`src/tpwm_regs.svh`:
```
`ifndef TPWM_REGS_SVH
`define TPWM_REGS_SVH
`define TPWM_CNT_W        16
`define TPWM_CNT_RST      16'h0000
`define TPWM_MOD_RST      16'h0000
`define TPWM_MOD_ALL1     16'hffff
`define TPWM_CH_N         2
`define TPWM_CLKS_OFF     2'h0
`define TPWM_CLKS_BUS     2'h1
`define TPWM_CLKS_FIXED   2'h2
`define TPWM_CLKS_EXT     2'h3
`define TPWM_PS_W         3
`define TPWM_MODE_IC      2'h0
`define TPWM_MODE_OC      2'h1
`define TPWM_MODE_PWM     2'h2
`endif

```
`src/tpwm_pkg.sv`:
```
package tpwm_pkg;
  typedef logic [15:0] tpwm_cnt_t;
  typedef logic [1:0]  tpwm_clks_t;
  typedef logic [1:0]  tpwm_mode_t;
  typedef logic [1:0]  tpwm_els_t;
endpackage

```
`src/tpwm_core.sv`:
```
`timescale 1ns/1ps
`include "tpwm_regs.svh"
// How it works
// - every channel owns one two-way pin that it shares with a general-purpose port bit.
// - a 16-bit main counter is the time base for capture, compare and edge-aligned pwm.
// - the counter counts up to the modulo value, and a modulo of all zeros or all ones runs it free.
// - reading the counter never disturbs the counting sequence.
// - any write to the high or low counter byte clears the counter whatever the data.
// - each channel is set on its own as input capture, output compare or buffered pwm.
// - with the channel 0 pin as external clock, channel 0 leaves the pin but can still compare.
// - a pin used as a timer input may have its passive pull-up enabled.
// - after reset the timer is off and all pins are plain inputs with pull-ups off.
// - clock select 1:1 drives the prescaler and counter from the channel 0 pin.
// - the external clock is synchronised to the bus clock before any timer logic sees it.
// - a pin owned by the timer ignores port data and direction; otherwise the port rules it.
// - clock source and prescale divisor are selectable and each channel has a maskable interrupt.
// - with centre-align set and a modulo that does not run it free the counter counts up and down; all channels run centre-aligned pwm.
module tpwm_core (
  input  wire logic                      clk_sys_in,
  input  wire logic                      reset_n_in,
  input  wire tpwm_pkg::tpwm_clks_t      clock_select_in,
  input  wire logic [2:0]                prescale_in,
  input  wire logic                      center_align_select_in,
  input  wire logic [15:0]               modulo_in,
  input  wire logic                      counter_write_in,
  input  wire logic                      fixed_tick_in,
  input  wire logic                      overflow_clear_in,
  input  wire logic                      overflow_int_en_in,
  input  wire tpwm_pkg::tpwm_mode_t      ch_mode_in      [2],
  input  wire tpwm_pkg::tpwm_els_t       ch_edge_sel_in  [2],
  input  wire logic [15:0]               ch_value_in     [2],
  input  wire logic                      ch_flag_clear_in[2],
  input  wire logic                      ch_int_en_in    [2],
  input  wire logic                      ch_pullup_req_in[2],
  input  wire logic                      port_data_in    [2],
  input  wire logic                      port_dir_in     [2],
  input  wire logic                      timer_channel_pin_in [2],
  output logic                           timer_channel_pin_out[2],
  output logic                           timer_channel_pin_oe_n_out[2],
  output logic                           pullup_en_out   [2],
  output logic [15:0]                    main_counter_out,
  output logic                           overflow_flag_out,
  output logic [15:0]                    ch_capture_out  [2],
  output logic                           ch_flag_out     [2],
  output logic                           timer_irq_out
);
  import tpwm_pkg::*;

  ////////////////////////////////////////////////////////////////////////////
  // pin synchronisers: first stage read only by the second
  logic [1:0] pin_s1_q, pin_s1_d;
  logic [1:0] pin_s2_q, pin_s2_d;
  logic       ext_prev_q, ext_prev_d;

  always_comb begin
    pin_s1_d   = {timer_channel_pin_in[1], timer_channel_pin_in[0]};
    pin_s2_d   = pin_s1_q;
    ext_prev_d = pin_s2_q[0];
  end

  always_ff @(posedge clk_sys_in or negedge reset_n_in) begin
    if (!reset_n_in) begin
      pin_s1_q   <= 2'h0;
      pin_s2_q   <= 2'h0;
      ext_prev_q <= 1'b0;
    end else begin
      pin_s1_q   <= pin_s1_d;
      pin_s2_q   <= pin_s2_d;
      ext_prev_q <= ext_prev_d;
    end
  end

  ////////////////////////////////////////////////////////////////////////////
  // clock source and prescaler
  logic       src_tick;
  logic       ext_mode;
  logic [6:0] ps_q, ps_d;
  logic       cnt_tick;

  assign ext_mode = (clock_select_in == `TPWM_CLKS_EXT);

  // source select and divide by 2^prescale
  always_comb begin
    unique case (clock_select_in)
      `TPWM_CLKS_BUS:   src_tick = 1'b1;
      `TPWM_CLKS_FIXED: src_tick = fixed_tick_in;
      `TPWM_CLKS_EXT:   src_tick = pin_s2_q[0] & ~ext_prev_q;
      default:          src_tick = 1'b0;
    endcase
    ps_d     = ps_q;
    cnt_tick = 1'b0;
    if (clock_select_in == `TPWM_CLKS_OFF) begin
      ps_d = 7'h00;
    end else if (src_tick) begin
      // divisor mask: counter fires when low prescale bits wrap
      if ((ps_q & ((7'h01 << prescale_in) - 7'h01)) == ((7'h01 << prescale_in) - 7'h01)) begin
        cnt_tick = 1'b1;
      end
      ps_d = ps_q + 7'h01;
    end
    if (counter_write_in) begin
      ps_d = 7'h00;
    end
  end

  always_ff @(posedge clk_sys_in or negedge reset_n_in) begin
    if (!reset_n_in) ps_q <= 7'h00;
    else             ps_q <= ps_d;
  end

  ////////////////////////////////////////////////////////////////////////////
  // main counter, up or up/down
  logic [15:0] cnt_q, cnt_d;
  logic        down_q, down_d;
  logic        ovf_q, ovf_d;
  logic        free_run;
  logic        ovf_evt;

  assign free_run = (modulo_in == `TPWM_MOD_RST) || (modulo_in == `TPWM_MOD_ALL1);

  always_comb begin
    cnt_d   = cnt_q;
    down_d  = down_q;
    ovf_evt = 1'b0;
    if (cnt_tick) begin
      if (center_align_select_in && !free_run) begin
        if (!down_q) begin
          if (cnt_q >= modulo_in) begin
            down_d = 1'b1;
            cnt_d  = cnt_q - 16'h0001;
          end else begin
            cnt_d = cnt_q + 16'h0001;
          end
        end else if (cnt_q == `TPWM_CNT_RST) begin
          down_d  = 1'b0;
          cnt_d   = cnt_q + 16'h0001;
          ovf_evt = 1'b1;
        end else begin
          cnt_d = cnt_q - 16'h0001;
        end
      end else if (!free_run && cnt_q == modulo_in) begin
        cnt_d   = `TPWM_CNT_RST;
        ovf_evt = 1'b1;
      end else begin
        // free running wraps at all ones
        cnt_d   = cnt_q + 16'h0001;
        ovf_evt = (cnt_q == `TPWM_MOD_ALL1);
      end
    end
    if (counter_write_in) begin
      cnt_d  = `TPWM_CNT_RST;
      down_d = 1'b0;
    end
    // set wins over clear
    ovf_d = ovf_evt | (ovf_q & ~overflow_clear_in);
  end

  always_ff @(posedge clk_sys_in or negedge reset_n_in) begin
    if (!reset_n_in) begin
      cnt_q  <= `TPWM_CNT_RST;
      down_q <= 1'b0;
      ovf_q  <= 1'b0;
    end else begin
      cnt_q  <= cnt_d;
      down_q <= down_d;
      ovf_q  <= ovf_d;
    end
  end

  ////////////////////////////////////////////////////////////////////////////
  // channels
  logic        own_d   [2];
  logic        pin_o_d [2];
  logic        oe_n_d  [2];
  logic        pu_d    [2];
  logic [15:0] cap_d   [2];
  logic        flg_d   [2];
  logic [15:0] buf_d   [2];
  logic        pwm_d   [2];
  logic        own_q   [2];
  logic        pin_o_q [2];
  logic        oe_n_q  [2];
  logic        pu_q    [2];
  logic [15:0] cap_q   [2];
  logic        flg_q   [2];
  logic [15:0] buf_q   [2];
  logic        pwm_q   [2];
  logic [1:0]  in_prev_q;
  logic        irq_q, irq_d;

  always_comb begin
    irq_d = overflow_int_en_in & ovf_q;
    for (int i = 0; i < 2; i++) begin
      own_d[i]   = 1'b0;
      pin_o_d[i] = pin_o_q[i];
      oe_n_d[i]  = 1'b1;
      pu_d[i]    = 1'b0;
      cap_d[i]   = cap_q[i];
      buf_d[i]   = buf_q[i];
      pwm_d[i]   = pwm_q[i];
      flg_d[i]   = flg_q[i] & ~ch_flag_clear_in[i];
      if (center_align_select_in) begin
        own_d[i] = (ch_edge_sel_in[i] != 2'h0);
        if (cnt_tick && cnt_q == buf_q[i]) begin
          pwm_d[i] = ~pwm_q[i];
          flg_d[i] = 1'b1;
        end
        if (cnt_tick && cnt_q == `TPWM_CNT_RST) begin
          buf_d[i] = ch_value_in[i];
          pwm_d[i] = ch_edge_sel_in[i][0];
        end
        pin_o_d[i] = pwm_d[i];
      end else begin
        unique case (ch_mode_in[i])
          `TPWM_MODE_IC: begin
            if (ch_edge_sel_in[i] != 2'h0) begin
              own_d[i] = 1'b1;
              if ((ch_edge_sel_in[i][0] & pin_s2_q[i] & ~in_prev_q[i]) |
                  (ch_edge_sel_in[i][1] & ~pin_s2_q[i] & in_prev_q[i])) begin
                cap_d[i] = cnt_q;
                flg_d[i] = 1'b1;
              end
            end
          end
          `TPWM_MODE_OC: begin
            // compare still flags with no pin
            own_d[i] = (ch_edge_sel_in[i] != 2'h0);
            if (cnt_tick && cnt_q == ch_value_in[i]) begin
              flg_d[i] = 1'b1;
              unique case (ch_edge_sel_in[i])
                2'h1:    pin_o_d[i] = ~pin_o_q[i];
                2'h2:    pin_o_d[i] = 1'b0;
                default: pin_o_d[i] = 1'b1;
              endcase
            end
          end
          default: begin
            // buffered edge-aligned pwm, reload on counter wrap
            own_d[i] = (ch_edge_sel_in[i] != 2'h0);
            if (cnt_tick && cnt_q == buf_q[i]) begin
              pin_o_d[i] = ch_edge_sel_in[i][0];
              flg_d[i]   = 1'b1;
            end
            if (ovf_evt) begin
              buf_d[i]   = ch_value_in[i];
              pin_o_d[i] = ~ch_edge_sel_in[i][0];
            end
          end
        endcase
      end
      // external clock takes channel 0 pin
      if (i == 0 && ext_mode) begin
        own_d[i] = 1'b0;
      end
      if (own_d[i]) begin
        oe_n_d[i] = (!center_align_select_in && ch_mode_in[i] == `TPWM_MODE_IC);
      end else begin
        oe_n_d[i]  = ~port_dir_in[i];
        pin_o_d[i] = port_data_in[i];
      end
      pu_d[i] = oe_n_d[i] & ch_pullup_req_in[i] & (own_d[i] | (i == 0 && ext_mode));
      irq_d = irq_d | (ch_int_en_in[i] & flg_q[i]);
    end
  end

  always_ff @(posedge clk_sys_in or negedge reset_n_in) begin
    if (!reset_n_in) begin
      for (int i = 0; i < 2; i++) begin
        own_q[i]   <= 1'b0;
        pin_o_q[i] <= 1'b0;
        oe_n_q[i]  <= 1'b1;
        pu_q[i]    <= 1'b0;
        cap_q[i]   <= 16'h0000;
        flg_q[i]   <= 1'b0;
        buf_q[i]   <= 16'h0000;
        pwm_q[i]   <= 1'b0;
      end
      in_prev_q <= 2'h0;
      irq_q     <= 1'b0;
    end else begin
      for (int i = 0; i < 2; i++) begin
        own_q[i]   <= own_d[i];
        pin_o_q[i] <= pin_o_d[i];
        oe_n_q[i]  <= oe_n_d[i];
        pu_q[i]    <= pu_d[i];
        cap_q[i]   <= cap_d[i];
        flg_q[i]   <= flg_d[i];
        buf_q[i]   <= buf_d[i];
        pwm_q[i]   <= pwm_d[i];
      end
      in_prev_q <= pin_s2_q;
      irq_q     <= irq_d;
    end
  end

  // registered pin and status outputs, plain reads
  always_comb begin
    for (int i = 0; i < 2; i++) begin
      timer_channel_pin_out[i]      = pin_o_q[i];
      timer_channel_pin_oe_n_out[i] = oe_n_q[i];
      pullup_en_out[i]              = pu_q[i];
      ch_capture_out[i]             = cap_q[i];
      ch_flag_out[i]                = flg_q[i];
    end
    main_counter_out  = cnt_q;
    overflow_flag_out = ovf_q;
    timer_irq_out     = irq_q;
  end

  ////////////////////////////////////////////////////////////////////////////
  // checks
  property p_clear;
    @(posedge clk_sys_in) disable iff (!reset_n_in)
      counter_write_in |=> (main_counter_out == 16'h0000);
  endproperty
  a_clear: assert property (p_clear) else $error("counter not cleared by write");

  property p_wrap;
    @(posedge clk_sys_in) disable iff (!reset_n_in)
      (cnt_tick && !counter_write_in && !center_align_select_in && !free_run && cnt_q == modulo_in)
      |=> (cnt_q == 16'h0000) && ovf_q;
  endproperty
  a_wrap: assert property (p_wrap) else $error("no wrap at modulo");

  property p_hold;
    @(posedge clk_sys_in) disable iff (!reset_n_in)
      (!cnt_tick && !counter_write_in) |=> $stable(cnt_q);
  endproperty
  a_hold: assert property (p_hold) else $error("counter moved without tick");

  property p_ext_free;
    @(posedge clk_sys_in) disable iff (!reset_n_in)
      ext_mode |=> !own_q[0];
  endproperty
  a_ext_free: assert property (p_ext_free) else $error("channel 0 holds pin in ext mode");

  property p_pullup;
    @(posedge clk_sys_in) disable iff (!reset_n_in)
      pu_q[0] |-> oe_n_q[0];
  endproperty
  a_pullup: assert property (p_pullup) else $error("pull-up on driven pin");

  property p_port;
    @(posedge clk_sys_in) disable iff (!reset_n_in)
      (!own_d[1]) |=> (oe_n_q[1] == ~$past(port_dir_in[1]));
  endproperty
  a_port: assert property (p_port) else $error("port direction ignored");

  property p_ext_tick;
    @(posedge clk_sys_in) disable iff (!reset_n_in)
      (ext_mode && !pin_s2_q[0] && !ps_q[0] && prescale_in == 3'h0) |-> !cnt_tick;
  endproperty
  a_ext_tick: assert property (p_ext_tick) else $error("ext tick without edge");

  property p_free;
    @(posedge clk_sys_in) disable iff (!reset_n_in)
      (cnt_tick && free_run && !center_align_select_in && !counter_write_in && cnt_q != 16'hffff)
      |=> (cnt_q == $past(cnt_q) + 16'h0001);
  endproperty
  a_free: assert property (p_free) else $error("free run not incrementing");
endmodule

```
`config.mk`:
```
export PLATFORM = sky130hd
export DESIGN_NAME = tpwm_core
export DESIGN_NICKNAME = d
export VERILOG_FILES = /design/src/tpwm_pkg.sv /design/src/tpwm_core.sv
export VERILOG_INCLUDE_DIRS = /design/src
export SDC_FILE = /design/constraint.sdc
export NUM_CORES = 1
export LEC_CHECK = 0
export BUFFER_PORTS_ARGS = -buffer_cell sky130_fd_sc_hd__buf_2
export CORE_MARGIN = 8
export CORE_UTILIZATION = 55
export CTS_CLUSTER_DIAMETER = 100
export CTS_CLUSTER_SIZE = 12
export DETAILED_ROUTE_END_ITERATION = 12
export PLACE_DENSITY_LB_ADDON = 0.1
export SLEW_MARGIN = 30
export SYNTH_ARGS = -nofsm -noshare
export SYNTH_HDL_FRONTEND = slang
export SYNTH_SLANG_ARGS = --single-unit
```
`constraint.sdc`:
```
create_clock -name clk_sys_in -period 4.2 [get_ports clk_sys_in]
set_clock_uncertainty 0.2 [all_clocks]
set_input_delay 1.05 -clock clk_sys_in [delete_from_list [all_inputs] [get_ports clk_sys_in]]
set_output_delay 1.05 -clock clk_sys_in [all_outputs]
set_load 0.005 [all_outputs]
```
==> results of run 1 <==
logic make-up after synthesis:
family / synth area share
xor+xnor: 0.09880
compound gates: 0.09665
flops: 0.4160
fa+ha+maj: 0.04117
simple gates: 0.1662
buf+inv: 0.04469
mux: 0.1364
flip-flops by register name (all words and copies together) (netlist names):
name and count:
pin_s2_q 2, overflow_flag_out 1, pwm_q 2, ps_q 7, timer_channel_pin_oe_n_out 2, timer_channel_pin_out 2
timer_irq_out 1, buf_q 32, pin_s1_q 2, down_q 1, main_counter_out 16, ch_flag_out 2
ch_capture_out 32, pullup_en_out 2, in_prev_q 2
cell type report:
type                       instances  area share
inverter                          37     0.01802
clock inverter                     6     0.01153
tap                              143     0.02322
sequential                       106      0.3445
timing repair buffer             169      0.1242
clock buffer                      10     0.03101
multi-input combinational        451      0.4475
cells in the mapped netlist, types with 2 or more instances:
| master | number | area, µm² |
|---|---|---|
| mux2i_1 | 15 | 150.1 |
| and2_1 | 2 | 12.51 |
| nand3b_1 | 4 | 30.03 |
| and3_1 | 9 | 56.30 |
| buf_4 | 2 | 15.01 |
| and4_1 | 2 | 17.52 |
| a32oi_1 | 2 | 17.52 |
| buf_1 | 4 | 15.01 |
| nor3_1 | 11 | 55.05 |
| o21a_1 | 2 | 15.01 |
| buf_6 | 2 | 22.52 |
| mux2_1 | 10 | 112.6 |
| clkbuf_1 | 21 | 78.83 |
| a31oi_1 | 6 | 37.54 |
| nor2b_1 | 6 | 37.54 |
| nand2b_1 | 7 | 43.79 |
| ha_1 | 21 | 262.8 |
| a41oi_1 | 2 | 17.52 |
| o221ai_1 | 2 | 17.52 |
| o22a_1 | 3 | 26.28 |
| a2111o_1 | 2 | 22.52 |
| a21bo_1 | 2 | 20.02 |
| inv_1 | 37 | 138.9 |
| nand2_1 | 32 | 120.1 |
| nand3_1 | 14 | 70.07 |
| a21oi_1 | 23 | 115.1 |
| or3_1 | 10 | 62.56 |
| a22o_1 | 2 | 17.52 |
| nor2_1 | 31 | 116.4 |
| a21o_1 | 2 | 15.01 |
| mux2_2 | 54 | 608.1 |
| a211oi_1 | 4 | 30.03 |
| nor4_1 | 15 | 93.84 |
| dfstp_2 | 2 | 52.55 |
| buf_2 | 3 | 15.01 |
| or4_1 | 4 | 30.03 |
| nor3b_1 | 4 | 30.03 |
| o41ai_1 | 2 | 17.52 |
| a21boi_0 | 2 | 15.01 |
| nand4_1 | 31 | 193.9 |
| dfrtp_1 | 104 | 2603 |
| xor2_1 | 5 | 43.79 |
| xnor2_1 | 67 | 586.8 |
| o21ai_0 | 20 | 100.1 |
final timing paths:
check	end	slack (ns)
hold / removal	pin_s2_q[0]	0.16
max in group asynchronous	ch_capture_out[2]	2.55
hold reg to reg	pin_s2_q[0]	0.16
setup reg to reg	buf_q[0]	0.76
min in group asynchronous	ps_q[4]	0.53
setup / recovery	timer_channel_pin_out[0]	0.33
stage by stage:
| stage | hold WS, ns | util |
|---|---|---|
| finish | 0.1554 | 0.6778 |
| global route | 0.1578 | 0.6778 |
| CTS | 0.1575 | 0.6778 |
| detailed placement | 0.1443 | 0.6489 |
| global placement | 0.1336 | 0.6486 |
| floorplan | 0.1312 | - |
report_power, final:
| group | switching, mW | internal [mW] |
|---|---|---|
| Sequential | 0.0223 | 1.06 |
| Combinational | 0.152 | 0.128 |
| Clock | 0.391 | 0.541 |
| Total | 0.565 | 1.72 |
routing by layer:
layer | routed length (µm) | GRT usage
met1 | 7600 | 0.3057
met2 | 8788 | 0.3929
met3 | 1191 | 0.03808
met4 | 428 | 0.1038
met5 | 0 | 0
==> results.toml, run 1 <==
[run_status]
status = "finished clean"

[finish]
stdcell_count = 922
fillers = 908
n_antenna_cell = 0
layout.nets = 875
final_common_cell = "buf_2"
drive_gt1_frac = 0.3222
design_area_um2 = 7706
final_cell_mix = "buf_2, dfrtp_1, xnor2_1, mux2_2, inv_1"
syn2layout_area_growth_pct = 20.74
multi_input_area_um2 = 3448
ff_latch_area_um2 = 2655

[critical_path]
cp.depth = 10
critPathMaxStageDelay_ns = 0.54
path_class = "in2reg"
crit_buf_inv = 1
timing.rr.start = "main_counter_out[5]"
worst_setup_path_end_kind = "flip-flop"
crit_slowest_cell = "nor4_1"
path_delay_family = "simple AND/OR/NAND/NOR gates"
critical_path.cell_chain = "buf_2 > or3_1 > ha_1 > o211a_1 > nor4_1 > and3_1 > nand2_1 > a32oi_1 > nor3_1 > o41a_1"
required_ns = 4.23
worstPathArrival_ns = 3.90
critPathMaxFanout = 7
cp-start-kind = "input port"
rr_worst_depth = 9
crit_start = "prescale_in[1]"

[route]
vias = 5463
drc = 0
wl_mm = 18.01
vias_per_cell = 5.925
ant_nets = 0
dr.first_iter.drc_count = 504
wire_per_inst_um = 19.53
dr.pass1.iters = 5

[placement]
place_ws_ns = 0.004634
gp_congestion = 0.8851
dp.cells = 906
dpl_cell_area_um2 = 7378
placement.io_buffers = 137
dp_hpwl_mm = 13.32

[clock_tree]
cts_sinks = 106
htreeDepth = 3
ctsResizeCount = 0
clockBufferDepth = 2
ctsHoldBuffers = 0
clockRootBuffer = "clkbuf_16"
clk_latency_ns = 0.35
cts.clk_slew.worst_paths_ns = 0.07
cts_buffers = 9
postCtsSetupRepairBufs = 0
tritoncts = "yes"

[logic_synthesis]
synth_area_per_cell_um2 = 10.20
synthesis.area_um2 = 6382
ys_seq_elements = 106
netlist-cell-type-count = 65
async_flop_share = 1.000
synth_cells = 626
ys_seq_area_frac = 0.4160
syn_nets = 727
synth_flop_cell = "dfrtp_1"
ys_warn_count = 0
synth_edf_count = 0

[floorplanning]
die_h_um = 123.7
rows = 39
start_util = 0.5614
die_x_um = 123.7
core_area_um2 = 11370
io_pins = 138
die_area_um2 = 15310

[worst_hold_path]
min_path_cells = 0
min_from = "pin_s1_q[0]"
worstHoldPathType = "reg2reg"

[power_and_ir_drop]
p_leak_nw = 3.768
total_power_mw = 2.290
p_per_area_nw_per_um2 = 297.1
peakVddDrop_mv = 0.2524

[sta]
slew_violations = 0
rsz0062_at_grt = "no"
setup_tns_ns = 0
finalCritPeriodShare = 0.9223
min_period_ns = 3.874
worst_slew_pin_slew_ns = 0.7565
timing.final.setup_violations = 0
hold_violations = 0
fin_ws_ns = 0.3264
timing.fmax_mhz = 258.2
slew_headroom = 0.4957

[global_routing]
grt_pass1_vias = 5621
grt_start_max_net_pins = 81
antenna_found_initial = 0
grt_pass1_wl_mm = 28.56
gr-total-overflow = 0
grt_usage = 0.2388

[flow_run]
cap_viol_max_count = 0
(Power assumes the default switching activity.)
==> inputs of run 2 (changes only) <==
- CORE_ASPECT_RATIO: not set -> 1.5
==> results.toml, run 2 (synthesis results as in run 1) <==
[run_status]
status = "finished clean"

[clock_tree]
htreeDepth = 3
tritoncts = "yes"
ctsResizeCount = 0
clk_latency_ns = 0.35
postCtsSetupRepairBufs = 0
ctsHoldBuffers = 0
clockBufferDepth = 2
clockRootBuffer = "clkbuf_16"
cts_buffers = 9
cts_sinks = 106
cts.clk_slew.worst_paths_ns = 0.08

[placement]
dp.cells = 913
placement.io_buffers = 137
gp_congestion = 0.9247
dp_hpwl_mm = 13.86
place_ws_ns = 0.02008

[sta]
timing.final.setup_violations = 0
hold_violations = 0
whs_ns = 0.1550
setup_tns_ns = 0
slew_headroom = 0.4944
slew_violations = 0
timing.fmax_mhz = 258.4
worst_slew_pin_slew_ns = 0.7584
rsz0062_at_grt = "no"
min_period_ns = 3.870
fin_ws_ns = 0.3296
finalCritPeriodShare = 0.9215

[global_routing]
antenna_found_initial = 0
grt_pass1_vias = 5909
gr-total-overflow = 0
grt_start_max_net_pins = 79
grt_pass1_wl_mm = 29.06
grt_usage = 0.2355

[route]
top_layer_used = "met4"
drc = 0
wl_met1_mm = 6.841
wl_mm = 18.24
routed-wl-met2_mm = 9.640
vias_per_cell = 5.896
dr.pass1.iters = 5
vias = 5477
wire_per_inst_um = 19.63
wl_met3_mm = 1.153
dr.first_iter.drc_count = 302
ant_nets = 0

[worst_hold_path]
min_from = "pin_s1_q[1]"
worstHoldPathType = "reg2reg"

[finish]
layout.nets = 875
final_cell_mix = "buf_2, dfrtp_1, xnor2_1, mux2_2, inv_1"
syn2layout_area_growth_pct = 20.60
n_antenna_cell = 0
final_common_cell = "buf_2"
stdcell_count = 929
drive_gt1_frac = 0.3222

[critical_path]
cp-start-kind = "input port"
crit_start = "prescale_in[1]"
worstPathArrival_ns = 3.93
critPathMaxFanout = 7
worst_setup_path_end_kind = "flip-flop"
required_ns = 4.26
timing.rr.start = "main_counter_out[2]"
path_class = "in2reg"

[floorplanning]
io_pins = 138
core_area_um2 = 11410
die_area_um2 = 15380
start_util = 0.5593
rows = 48
die_h_um = 147.9
die_x_um = 104.0

[power_and_ir_drop]
p_leak_nw = 3.757
p_per_area_nw_per_um2 = 289.9
peakVddDrop_mv = 0.2255

[flow_run]
cap_viol_max_count = 0
==> run 2: cell types whose count changed in the layout (fill, tap and decap cells not counted) <==
| cell | before | now |
|---|---|---|
| clkinv_8 | 0 | 1 |
| bufinv_16 | 2 | 1 |
| clkbuf_8 | 1 | 0 |
| inv_6 | 0 | 3 |
| clkinv_2 | 2 | 1 |
| inv_8 | 1 | 0 |
==> run 2: routing by layer <==
metal / global-route usage / up-vias
met2: 0.4353 / 216
met1: 0.2444 / 2679
met5: 0 / -
met4: 0.1033 / 0
met3: 0.06057 / 46
li1: - / 2536
==> run 2: path summary, 6_finish.rpt <==
path / to / slack (ns) / depth (start not counted)
worst max-delay path: timer_channel_pin_out[1] / 0.33 / 11
min in group asynchronous: ps_q[3] / 0.51 / 1
worst max register to register: buf_q[0] / 0.75 / 9
worst min register to register: pin_s2_q[1] / 0.16 / 0
max in group asynchronous: timer_channel_pin_oe_n_out[0] / 2.51 / 2
worst min-delay path: pin_s2_q[1] / 0.16 / 0
==> run 2: worst max-delay path, cell delays in order <==
cell	delay, ns
buf_2	0.13
or3_1	0.37
ha_1	0.29
or4_1	0.55
a31oi_1	0.25
nor4_1	0.12
and3_1	0.28
nand2_1	0.21
nor2_1	0.09
a2111o_1	0.39
a41oi_1	0.21
==> run 2: power by group <==
| part | internal, mW | switching [mW] |
|---|---|---|
| sequential | 1.05 | 0.0230 |
| combinational | 0.128 | 0.149 |
| clock | 0.473 | 0.404 |
| total | 1.66 | 0.576 |
==> run 2: layout make-up <==
cell class                 count  area [µm²]
clock buffer                   9       225.2
clock inverter                 7       85.08
fill                         931        3714
inverter                      37       138.9
multi-input combinational    451        3448
sequential                   106        2655
tap                          150       187.7
timing repair buffer         169       957.2
==> run 2: stage by stage <==
step | power [mW] | util | cell area [µm²]
global route | 2.325 | 0.6746 | 7697
detailed placement | 1.374 | 0.6470 | 7383
floorplan | 1.240 | - | 6382
CTS | 2.252 | 0.6742 | 7694
finish | 2.231 | 0.6746 | 7697
global placement | 1.362 | 0.6470 | 7383
